## config.mk

```make
export PLATFORM = sky130hd
export DESIGN_NAME = wvb_cmd_decoder
export DESIGN_NICKNAME = d
export VERILOG_FILES = /design/src/wvb_pkg.sv /design/src/wvb_cmd_decoder.sv
export VERILOG_INCLUDE_DIRS = /design/src
export SDC_FILE = /design/constraint.sdc
export NUM_CORES = 1
export LEC_CHECK = 0
export BUFFER_PORTS_ARGS = -buffer_cell sky130_fd_sc_hd__buf_2
export CAP_MARGIN = 25
export CORE_MARGIN = 2
export CORE_UTILIZATION = 32
export CTS_CLUSTER_SIZE = 10
export DETAILED_ROUTE_END_ITERATION = 10
export PLACE_DENSITY_LB_ADDON = 0.15
export SETUP_SLACK_MARGIN = 0.15
export SLEW_MARGIN = 5
export SYNTH_ARGS = -nofsm -noshare
export SYNTH_HDL_FRONTEND = slang
export SYNTH_SLANG_ARGS = --single-unit
```

## constraint.sdc

```tcl
create_clock -name clk_i -period 9.1 [get_ports clk_i]
set_input_delay 0.91 -clock clk_i [delete_from_list [all_inputs] [get_ports clk_i]]
set_output_delay 0.91 -clock clk_i [all_outputs]
set_load 0.05 [all_outputs]
```

## src/wvb_defines.svh

```systemverilog
// Offsets, field positions, codes and limits for the command decoder
`ifndef WVB_DEFINES_SVH
`define WVB_DEFINES_SVH
// ----------------------------------------------------------------
// Opcodes and descriptor constants
// ----------------------------------------------------------------
`define OP_WV12 8'hAE
`define OP_WV16 8'h8E
`define OP_VAR32 8'h7F
`define SA_WV32 16'h000C
`define ADDL_LEN32 8'h18
`define OP_WBUF 8'h3B
`define PTYPE_T2 3'h1
// ----------------------------------------------------------------
// Buffer modes, header size and buffer limits
// ----------------------------------------------------------------
`define WB_M_HDR 5'h00
`define WB_M_DATA 5'h02
`define WB_M_DL 5'h04
`define WB_M_DLS 5'h05
`define WB_M_DLOS 5'h07
`define WB_M_ECHO 5'h0A
`define WB_M_DLSEL 5'h0D
`define WB_M_DLDEF 5'h0E
`define WB_M_ACT 5'h0F
`define WB_M_EXP 5'h1A
`define WB_HDR_BYTES 24'h000004
`define BUF_CAP 24'h000040
`define BUF_AW 6
// ----------------------------------------------------------------
// Sense keys and additional sense codes
// ----------------------------------------------------------------
`define SK_ILLEGAL 4'h5
`define SK_MEDIUM 4'h3
`define SK_MISCMP 4'hE
`define SK_ABORT 4'hB
`define ASC_BAD_OP 8'h20
`define ASC_BAD_FLD 8'h24
`define ASC_ECC 8'h11
`define ASC_MISCMP 8'h1D
`define ASC_PI 8'h10
// ----------------------------------------------------------------
// Register map and fields
// ----------------------------------------------------------------
`define A_CTRL 8'h20
`define A_STAT 8'h24
`define A_XFER 8'h28
`define C_START 0
`define C_PROT 1
`define C_PTYPE 2
`define C_OWNER 5
`define C_CACHE 6
`define F_BUSY 0
`define F_DONE 1
`define F_CHK 2
`define F_SKEY 8
`define F_ASC 16
`endif

```

## src/wvb_pkg.sv

```systemverilog
// Types shared by the command decoder
package wvb_pkg;
  typedef enum logic [2:0] {
    S_IDLE, S_DECODE, S_SYNC, S_WRITE, S_VERIFY, S_BUF
  } state_e;
  typedef struct packed {
    logic psel;
    logic penable;
    logic pwrite;
    logic [7:0] paddr;
    logic [31:0] pwdata;
  } apb_req_s;
  typedef struct packed {
    logic write;
    logic verify;
    logic seek;
    logic flush;
    logic fua;
    logic byte_cmp;
    logic low_prio;
    logic [2:0] prot_sel;
    logic [63:0] lba;
    logic [31:0] len;
  } med_req_s;
  typedef struct packed {
    state_e state;
    logic [31:0][7:0] cdb;
    logic start;
    logic prot_on;
    logic [2:0] ptype;
    logic app_tag_owner;
    logic cache_en;
    logic busy;
    logic done;
    logic chk;
    logic [3:0] skey;
    logic [7:0] asc;
    logic [31:0] rdata;
    logic rerr;
    logic [23:0] plen;
    logic [23:0] cnt;
    logic [23:0] xfer;
    med_req_s med;
    logic is32;
    logic [31:0] reftag;
    logic [15:0] apptag;
    logic [15:0] mask;
    logic pi_first;
    logic pi_err;
    logic buf_we;
    logic [5:0] buf_addr;
    logic [7:0] buf_data;
  } st_s;
endpackage

```

## src/wvb_cmd_decoder.sv

```systemverilog
// Write-and-verify and write-buffer command decoder with APB registers
`timescale 1ns/10ps
`include "wvb_defines.svh"
module wvb_cmd_decoder
  import wvb_pkg::*;
(
  input wire logic clk_i, // 25 MHz clock
  input wire logic rst_i, // Sync reset, high
  input wire apb_req_s apb_i, // APB request
  output logic [31:0] prdata_o, // APB read data
  output logic pready_o, // APB ready
  output logic pslverr_o, // APB error
  input wire logic dout_valid_i, // Payload byte valid
  input wire logic [7:0] dout_data_i, // Payload byte
  output logic dout_ready_o, // Payload byte taken
  output med_req_s med_o, // Medium request
  input wire logic med_done_i, // Medium step done
  input wire logic med_ecc_err_i, // Verify decoder error
  input wire logic med_miscmp_i, // Verify miscompare
  input wire logic pi_valid_i, // Block protection info
  input wire logic [31:0] pi_ref_i, // Block reference tag
  input wire logic [15:0] pi_app_i, // Block application tag
  output logic buf_we_o, // Buffer byte write
  output logic [5:0] buf_addr_o, // Buffer byte address
  output logic [7:0] buf_data_o // Buffer byte data
);
  st_s s;
  st_s next_s;

  function automatic logic [31:0] be32(input logic [31:0][7:0] c,
                                       input int i);
    return {c[i], c[i+1], c[i+2], c[i+3]};
  endfunction

  function automatic logic mode_ok(input logic [4:0] m);
    case (m)
      `WB_M_HDR, `WB_M_DATA, `WB_M_DL, `WB_M_DLS, `WB_M_DLOS,
      `WB_M_ECHO, `WB_M_DLSEL, `WB_M_DLDEF, `WB_M_ACT,
      `WB_M_EXP: return 1'b1;
      default: return 1'b0;
    endcase
  endfunction

  // ----------------------------------------------------------------
  // Descriptor fields
  // ----------------------------------------------------------------
  logic [7:0] op;
  logic is_wv;
  logic is_v32;
  logic [4:0] wb_mode;
  logic [7:0] wb_id;
  logic [23:0] wb_off;
  logic [23:0] wb_len;
  logic dec;
  logic prot_ok;
  logic [31:0] wv_len;
  assign op = s.cdb[0];
  assign is_v32 = (op == `OP_VAR32) &&
                  ({s.cdb[8], s.cdb[9]} == `SA_WV32) &&
                  (s.cdb[7] == `ADDL_LEN32);
  assign is_wv = (op == `OP_WV12) || (op == `OP_WV16) || is_v32;
  assign wb_mode = s.cdb[1][4:0];
  assign wb_id = s.cdb[2];
  assign wb_off = {s.cdb[3], s.cdb[4], s.cdb[5]};
  assign wb_len = {s.cdb[6], s.cdb[7], s.cdb[8]};
  assign dec = (s.state == S_DECODE);
  assign prot_ok = s.prot_on && (s.ptype == `PTYPE_T2);
  always_comb begin
    wv_len = be32(s.cdb, 28);
    if (op == `OP_WV12) begin
      wv_len = be32(s.cdb, 6);
    end else if (op == `OP_WV16) begin
      wv_len = be32(s.cdb, 10);
    end
  end

  // ----------------------------------------------------------------
  // Next state
  // ----------------------------------------------------------------
  always_comb begin
    logic fail;
    logic ok;
    logic [3:0] fkey;
    logic [7:0] fasc;
    logic [7:0] fl;
    logic pe;
    logic [4:0] bi;
    fail = 1'b0;
    ok = 1'b0;
    fkey = 4'h0;
    fasc = 8'h00;
    fl = 8'h00;
    pe = s.pi_err;
    bi = 5'h00;
    next_s = s;
    next_s.start = 1'b0;
    next_s.med.write = 1'b0;
    next_s.med.verify = 1'b0;
    next_s.med.seek = 1'b0;
    next_s.med.flush = 1'b0;
    next_s.buf_we = 1'b0;
    // APB read data is latched in the setup cycle, so access is 0 wait
    if (apb_i.psel && !apb_i.penable) begin
      next_s.rdata = 32'h0000_0000;
      next_s.rerr = 1'b0;
      if (apb_i.paddr[1:0] != 2'h0) begin
        next_s.rerr = 1'b1;
      end else if (apb_i.paddr < `A_CTRL) begin
        bi = {apb_i.paddr[4:2], 2'h0};
        next_s.rdata = {s.cdb[bi + 5'h3], s.cdb[bi + 5'h2],
                        s.cdb[bi + 5'h1], s.cdb[bi]};
      end else if (apb_i.paddr == `A_CTRL) begin
        next_s.rdata[`C_PROT] = s.prot_on;
        next_s.rdata[`C_PTYPE +: 3] = s.ptype;
        next_s.rdata[`C_OWNER] = s.app_tag_owner;
        next_s.rdata[`C_CACHE] = s.cache_en;
      end else if (apb_i.paddr == `A_STAT) begin
        next_s.rdata[`F_BUSY] = s.busy;
        next_s.rdata[`F_DONE] = s.done;
        next_s.rdata[`F_CHK] = s.chk;
        next_s.rdata[`F_SKEY +: 4] = s.skey;
        next_s.rdata[`F_ASC +: 8] = s.asc;
      end else if (apb_i.paddr == `A_XFER) begin
        next_s.rdata = {8'h00, s.xfer};
      end else begin
        next_s.rerr = 1'b1;
      end
    end
    // Config and descriptor are frozen while a command runs
    if (apb_i.psel && apb_i.penable && apb_i.pwrite && !s.busy &&
        !s.start && apb_i.paddr[1:0] == 2'h0) begin
      if (apb_i.paddr < `A_CTRL) begin
        bi = {apb_i.paddr[4:2], 2'h0};
        next_s.cdb[bi] = apb_i.pwdata[7:0];
        next_s.cdb[bi + 5'h1] = apb_i.pwdata[15:8];
        next_s.cdb[bi + 5'h2] = apb_i.pwdata[23:16];
        next_s.cdb[bi + 5'h3] = apb_i.pwdata[31:24];
      end else if (apb_i.paddr == `A_CTRL) begin
        next_s.start = apb_i.pwdata[`C_START];
        next_s.prot_on = apb_i.pwdata[`C_PROT];
        next_s.ptype = apb_i.pwdata[`C_PTYPE +: 3];
        next_s.app_tag_owner = apb_i.pwdata[`C_OWNER];
        next_s.cache_en = apb_i.pwdata[`C_CACHE];
      end
    end
    case (s.state)
      S_IDLE: begin
        if (s.start) begin
          next_s.busy = 1'b1;
          next_s.done = 1'b0;
          next_s.chk = 1'b0;
          next_s.skey = 4'h0;
          next_s.asc = 8'h00;
          next_s.xfer = 24'h000000;
          next_s.state = S_DECODE;
        end
      end
      S_DECODE: begin
        // Reserved bits are never inspected; and
        if (is_wv) begin
          next_s.is32 = is_v32;
          fl = is_v32 ? s.cdb[10] : s.cdb[1];
          next_s.med.prot_sel = fl[7:5];
          next_s.med.low_prio = fl[4];
          next_s.med.byte_cmp = fl[1];
          next_s.med.fua = s.cache_en;
          next_s.med.len = wv_len;
          next_s.med.lba = {32'h0000_0000, be32(s.cdb, 2)};
          if (op == `OP_WV16) begin
            next_s.med.lba = {be32(s.cdb, 2), be32(s.cdb, 6)};
          end else if (is_v32) begin
            next_s.med.lba = {be32(s.cdb, 12), be32(s.cdb, 16)};
          end
          next_s.reftag = be32(s.cdb, 20);
          next_s.apptag = {s.cdb[24], s.cdb[25]};
          next_s.mask = {s.cdb[26], s.cdb[27]};
          next_s.pi_first = 1'b1;
          next_s.pi_err = 1'b0;
          if (is_v32 && !prot_ok) begin
            fail = 1'b1;
            fkey = `SK_ILLEGAL;
            fasc = `ASC_BAD_OP;
          end else if (wv_len == 32'h0000_0000) begin
            next_s.med.seek = 1'b1;
            ok = 1'b1;
          end else if (s.cache_en) begin
            next_s.med.flush = 1'b1;
            next_s.state = S_SYNC;
          end else begin
            next_s.med.write = 1'b1;
            next_s.state = S_WRITE;
          end
        end else if (op == `OP_WBUF) begin
          next_s.med.flush = 1'b1;
          if (!mode_ok(wb_mode)) begin
            fail = 1'b1;
            fkey = `SK_ILLEGAL;
            fasc = `ASC_BAD_FLD;
          end else if (wb_mode != `WB_M_HDR) begin
            ok = 1'b1;
          end else if (wb_id != 8'h00 || wb_off != 24'h000000) begin
            fail = 1'b1;
            fkey = `SK_ILLEGAL;
            fasc = `ASC_BAD_FLD;
          end else if (wb_len > `BUF_CAP) begin
            fail = 1'b1;
            fkey = `SK_ILLEGAL;
            fasc = `ASC_BAD_FLD;
          end else if (wb_len < `WB_HDR_BYTES) begin
            ok = 1'b1;
          end else begin
            next_s.plen = wb_len;
            next_s.cnt = 24'h000000;
            next_s.state = S_BUF;
          end
        end else begin
          fail = 1'b1;
          fkey = `SK_ILLEGAL;
          fasc = `ASC_BAD_OP;
        end
      end
      S_SYNC: begin
        if (med_done_i) begin
          next_s.med.write = 1'b1;
          next_s.state = S_WRITE;
        end
      end
      S_WRITE: begin
        if (pi_valid_i && s.is32) begin
          next_s.pi_first = 1'b0;
          if (s.pi_first && pi_ref_i != s.reftag) begin
            pe = 1'b1;
          end
          if (s.app_tag_owner &&
              ((pi_app_i ^ s.apptag) & s.mask) != 16'h0000) begin
            pe = 1'b1;
          end
          next_s.pi_err = pe;
        end
        if (med_done_i) begin
          if (pe) begin
            fail = 1'b1;
            fkey = `SK_ABORT;
            fasc = `ASC_PI;
          end else begin
            next_s.med.verify = 1'b1;
            next_s.state = S_VERIFY;
          end
        end
      end
      S_VERIFY: begin
        if (med_done_i) begin
          if (med_ecc_err_i && !s.med.byte_cmp) begin
            fail = 1'b1;
            fkey = `SK_MEDIUM;
            fasc = `ASC_ECC;
          end else if (med_miscmp_i && s.med.byte_cmp) begin
            fail = 1'b1;
            fkey = `SK_MISCMP;
            fasc = `ASC_MISCMP;
          end else begin
            ok = 1'b1;
          end
        end
      end
      S_BUF: begin
        if (dout_valid_i) begin
          next_s.cnt = s.cnt + 24'h000001;
          if (s.cnt >= `WB_HDR_BYTES) begin
            next_s.buf_we = 1'b1;
            next_s.buf_addr = 6'(s.cnt - `WB_HDR_BYTES);
            next_s.buf_data = dout_data_i;
            next_s.xfer = s.xfer + 24'h000001;
          end
          if (next_s.cnt == s.plen) begin
            ok = 1'b1;
          end
        end
      end
      default: next_s.state = S_IDLE;
    endcase
    if (fail || ok) begin
      next_s.chk = fail;
      next_s.skey = fkey;
      next_s.asc = fasc;
      next_s.busy = 1'b0;
      next_s.done = 1'b1;
      next_s.state = S_IDLE;
    end
  end

  always_ff @(posedge clk_i) begin
    if (rst_i) begin
      s <= '0;
    end else begin
      s <= next_s;
    end
  end

  // ----------------------------------------------------------------
  // Outputs
  // ----------------------------------------------------------------
  assign prdata_o = s.rdata;
  assign pready_o = 1'b1;
  assign pslverr_o = apb_i.psel && apb_i.penable && s.rerr;
  assign dout_ready_o = (s.state == S_BUF);
  assign med_o = s.med;
  assign buf_we_o = s.buf_we;
  assign buf_addr_o = s.buf_addr;
  assign buf_data_o = s.buf_data;
endmodule

```

==> run_results.csv <==
group,metric,value,unit
timing,fmax,238,MHz
global_route,overflow,0,
placed_design,place_hpwl,84.2,mm
clocking,clockBufferDepth,3,
critical_path,cp_data_arrival_time,4.77,ns
logic_synthesis,async_flop_share,0,%
logic_synthesis,syn_nets,3511,
logic_synthesis,yosysUniqueCellTypes,74,
critical_path,worstSetupPathType,"flip-flop to flip-flop",
placed_design,io_buffers,260,
outcome,violations,"max-slew violations",
detailed_routing,viasPerCell,5.49,
floorplan,num_rows,107,
logic_synthesis,synth-edff-count,0,
timing,worst_pin_slew,1.70,ns
critical_path,critical_path.top_delay_family,"simple AND/OR/NAND/NOR gates",
global_route,grt_antenna_before_repair,5,
detailed_routing,num_vias,24900,
timing,period_share,46.3,%
clocking,clock-sinks,571,
critical_path,crit_path_start_kind,"flip-flop",
timing,holdWs,0.447,ns
clocking,clock_tree.root_cell,"clkbuf_16",
logic_synthesis,syn_inst,3399,
power,finalPower,5.42,mW
global_route,grt_pass1_vias,23000,
global_route,grt_max_degree,220,
critical_path,path_max_fanout,219,
clocking,numCtsBuffers,71,
outcome,status,"finished, violations left",
timing,setup_violations,0,
clocking,post_cts_buffers,0,
cells_and_area,syn_to_final_growth,11.2,%
critical_path,cp_slowest_cell,"a211oi_1",
worst_hold_path,min_path_type,"flip-flop to flip-flop",
power,power.density,177,nW/um^2
logic_synthesis,syn_area,27600,sq um
power,vdd_drop_max,0.111,mV
clocking,cts_resized,0,
global_route,grt_usage,25.8,%
logic_synthesis,yosys_most_used_dff,"dfxtp_1",
timing,grt_setup_unrepaired,"false",
detailed_routing,drt_iter0_markers,2702,
clocking,clk_latency,0.64,ns
clocking,cts_tree,"yes",
critical_path,max_stage_delay,0.88,ns
timing,finClkSkew,0.0282,ns
timing,maxSlewViolCount,111,
clocking,holdBufCountCts,0,
floorplan,dieArea,88500,sq um
timing,fin_setup_tns,0,ns
clocking,clk_pin_slew,0.06,ns
cells_and_area,drive_above_1_share,15.0,%
critical_path,cp.required,9.66,ns
logic_synthesis,synth-warning-count,0,
detailed_routing,drc,0,
detailed_routing,routed_wl,119,mm
run,max_cap_violations,0,
critical_path,endpoint_kind,"flip-flop",
critical_path,crit_buf_inv,1,
cells_and_area,antenna_cells,0,
cells_and_area,nets,3456,
detailed_routing,detail_route.wl_per_cell,26.3,um
floorplan,core,85300,sq um
floorplan,ioPinCount,262,
timing,relSlewSlack,-13.2,%
timing,finalCriticalPeriod,4.21,ns
logic_synthesis,ys_ff_latch,571,
logic_synthesis,avgSynthCellArea,8.11,sq um
detailed_routing,drt_first_pass_iters,8,
power,p_leak,10.7,nW
floorplan,die_w,297,um
critical_path,cp_cell_sequence,"nor4_1 > nand4b_1 > nor3_4 > o21ai_4 > buf_12 > a211oi_1 > a21oi_1 > nor2_1",
global_route,grt_pass1_wl,169,mm
placed_design,place_congestion,0.917,
clocking,htreeDepth,3,
floorplan,initial_core_util,32.3,%
cells_and_area,final_core_util,36.0,%
floorplan,die_h,297,um
detailed_routing,ant_nets,0,
timing,hold_violations,0,
logic_synthesis,seq_area_frac_synth,41.5,%
-- cells in the final DEF (no fill, tap or decap), types with 11 or more instances in the layout --
cell	count
clkbuf_8	11
nand4_1	30
o21ai_0	59
xor2_1	75
or4_1	14
a211oi_1	79
and3_1	17
a22oi_1	76
nor2_1	266
and4_1	11
buf_4	35
inv_1	12
clkbuf_16	71
a21oi_1	500
clkbuf_1	18
and2_1	29
or3_1	12
nor3_1	22
nand2_1	760
dfxtp_1	570
mux4_2	64
mux2i_1	113
nand3_1	33
xnor2_1	20
buf_2	258
nor4_1	53
-- registers in the layout, indices dropped and copies added, names as in the netlist, named ones only --
register,cells
op,8
med_o,106
wb_id,8
prdata_o,32
buf_data_o,8
buf_we_o,1
s,401
buf_addr_o,6
-- layer usage --
metal | share of wire, % | global-route usage (%) | up-vias | routed length (um)
li1 | - | - | 11500 | -
met1 | 42 | 33.8 | 12100 | 49700
met2 | 47 | 41.5 | 995 | 55500
met3 | 6.7 | 4.56 | 249 | 7970
met4 | 4.9 | 11.8 | 8 | 5840
met5 | 0.039 | 0 | - | 47
-- metrics by stage --
| step | worst slack, ns | cell area [sq um] | instances |
|---|---|---|---|
| floorplan | 6.14 | 27600 | 3399 |
| global placement | 5.01 | 28400 | 4409 |
| detailed placement | 4.89 | 28500 | 4412 |
| CTS | 4.98 | 30600 | 4522 |
| global route | 4.73 | 30700 | 4525 |
| finish | 4.89 | 30700 | 4525 |
-- kinds of logic (layout without fill, tap and decap cells) --
family	count (synthesis)	after routing	share of synthesized area, %
buf+inv	441	423	8.38
fa+ha+maj	6	6	0.272
xor+xnor	95	95	3.02
compound gates	780	780	16.3
other cells	1	1	0.0136
flops	571	571	41.5
simple gates	1323	1323	21.0
mux	182	182	9.54
-- cell type report --
| cell class | instances | area [sq um] |
|---|---|---|
| inverter | 13 | 48.8 |
| sequential | 571 | 11400 |
| multi-input combinational | 2387 | 13900 |
| clock inverter | 10 | 150 |
| tap | 1144 | 1430 |
| timing repair buffer | 300 | 1680 |
| clock buffer | 100 | 2000 |
| fill | 8997 | 54600 |
-- path summary, 6_finish.rpt --
check / start / to / slack [ns] / depth (start not counted)
setup / recovery: s[381]$_SDFFE_PP0P_ / med_o[45]$_SDFFE_PP0P_ / 4.89 / 8
hold / removal: med_o[67]$_SDFFE_PP0P_ / med_o[67]$_SDFFE_PP0P_ / 0.45 / 2
setup reg to reg: s[381]$_SDFFE_PP0P_ / med_o[45]$_SDFFE_PP0P_ / 4.89 / 8
hold reg to reg: med_o[67]$_SDFFE_PP0P_ / med_o[67]$_SDFFE_PP0P_ / 0.45 / 2
-- tightest hold or removal path, delay by kind of cell (launching register included) --
| kind | cells | cell delay, ns |
|---|---|---|
| compound gates | 1 | 0.05 |
| simple gates | 1 | 0.05 |
| flops | 1 | 0.30 |
-- synthesized netlist by cell type (4+ instances only) --
cell | number | area (sq um)
clkbuf_1 | 221 | 830
a31o_2 | 7 | 61.3
a22oi_1 | 76 | 571
nand2b_1 | 9 | 56.3
nand2_1 | 760 | 2850
nor2b_1 | 5 | 31.3
inv_1 | 12 | 45.0
and2_1 | 29 | 181
nor4_1 | 54 | 338
nand4_1 | 30 | 188
and3_1 | 17 | 106
or4_1 | 14 | 105
buf_4 | 166 | 1250
nor2_1 | 273 | 1020
o211ai_1 | 6 | 45.0
a21oi_1 | 500 | 2500
mux4_2 | 64 | 1440
clkbuf_2 | 14 | 70.1
xor2_1 | 75 | 657
o22ai_1 | 5 | 31.3
ha_1 | 6 | 75.1
or3_1 | 14 | 87.6
xnor2_1 | 20 | 175
buf_1 | 16 | 60.1
buf_2 | 11 | 55.1
mux2i_1 | 113 | 1130
o31ai_1 | 5 | 37.5
mux2_2 | 5 | 56.3
nand4b_1 | 7 | 61.3
or2_2 | 4 | 25.0
nand3b_1 | 6 | 45.0
nor3b_1 | 9 | 67.6
and4_1 | 11 | 96.3
a31oi_1 | 9 | 56.3
o21a_1 | 6 | 45.0
dfxtp_1 | 571 | 11400
nand3_1 | 33 | 165
a211oi_1 | 79 | 593
o21ai_0 | 60 | 300
nor3_1 | 26 | 130
-- where the power goes --
| part | switching, mW | total (mW) | leakage, nW | internal [mW] |
|---|---|---|---|---|
| Clock | 1.18 | 2.71 | 1.05 | 1.53 |
| Combinational | 0.146 | 0.196 | 5.02 | 0.0499 |
| Sequential | 0.00440 | 2.51 | 4.60 | 2.50 |
| Total | 1.33 | 5.42 | 10.7 | 4.09 |
Note: power is estimated with default switching activity, not from simulation.
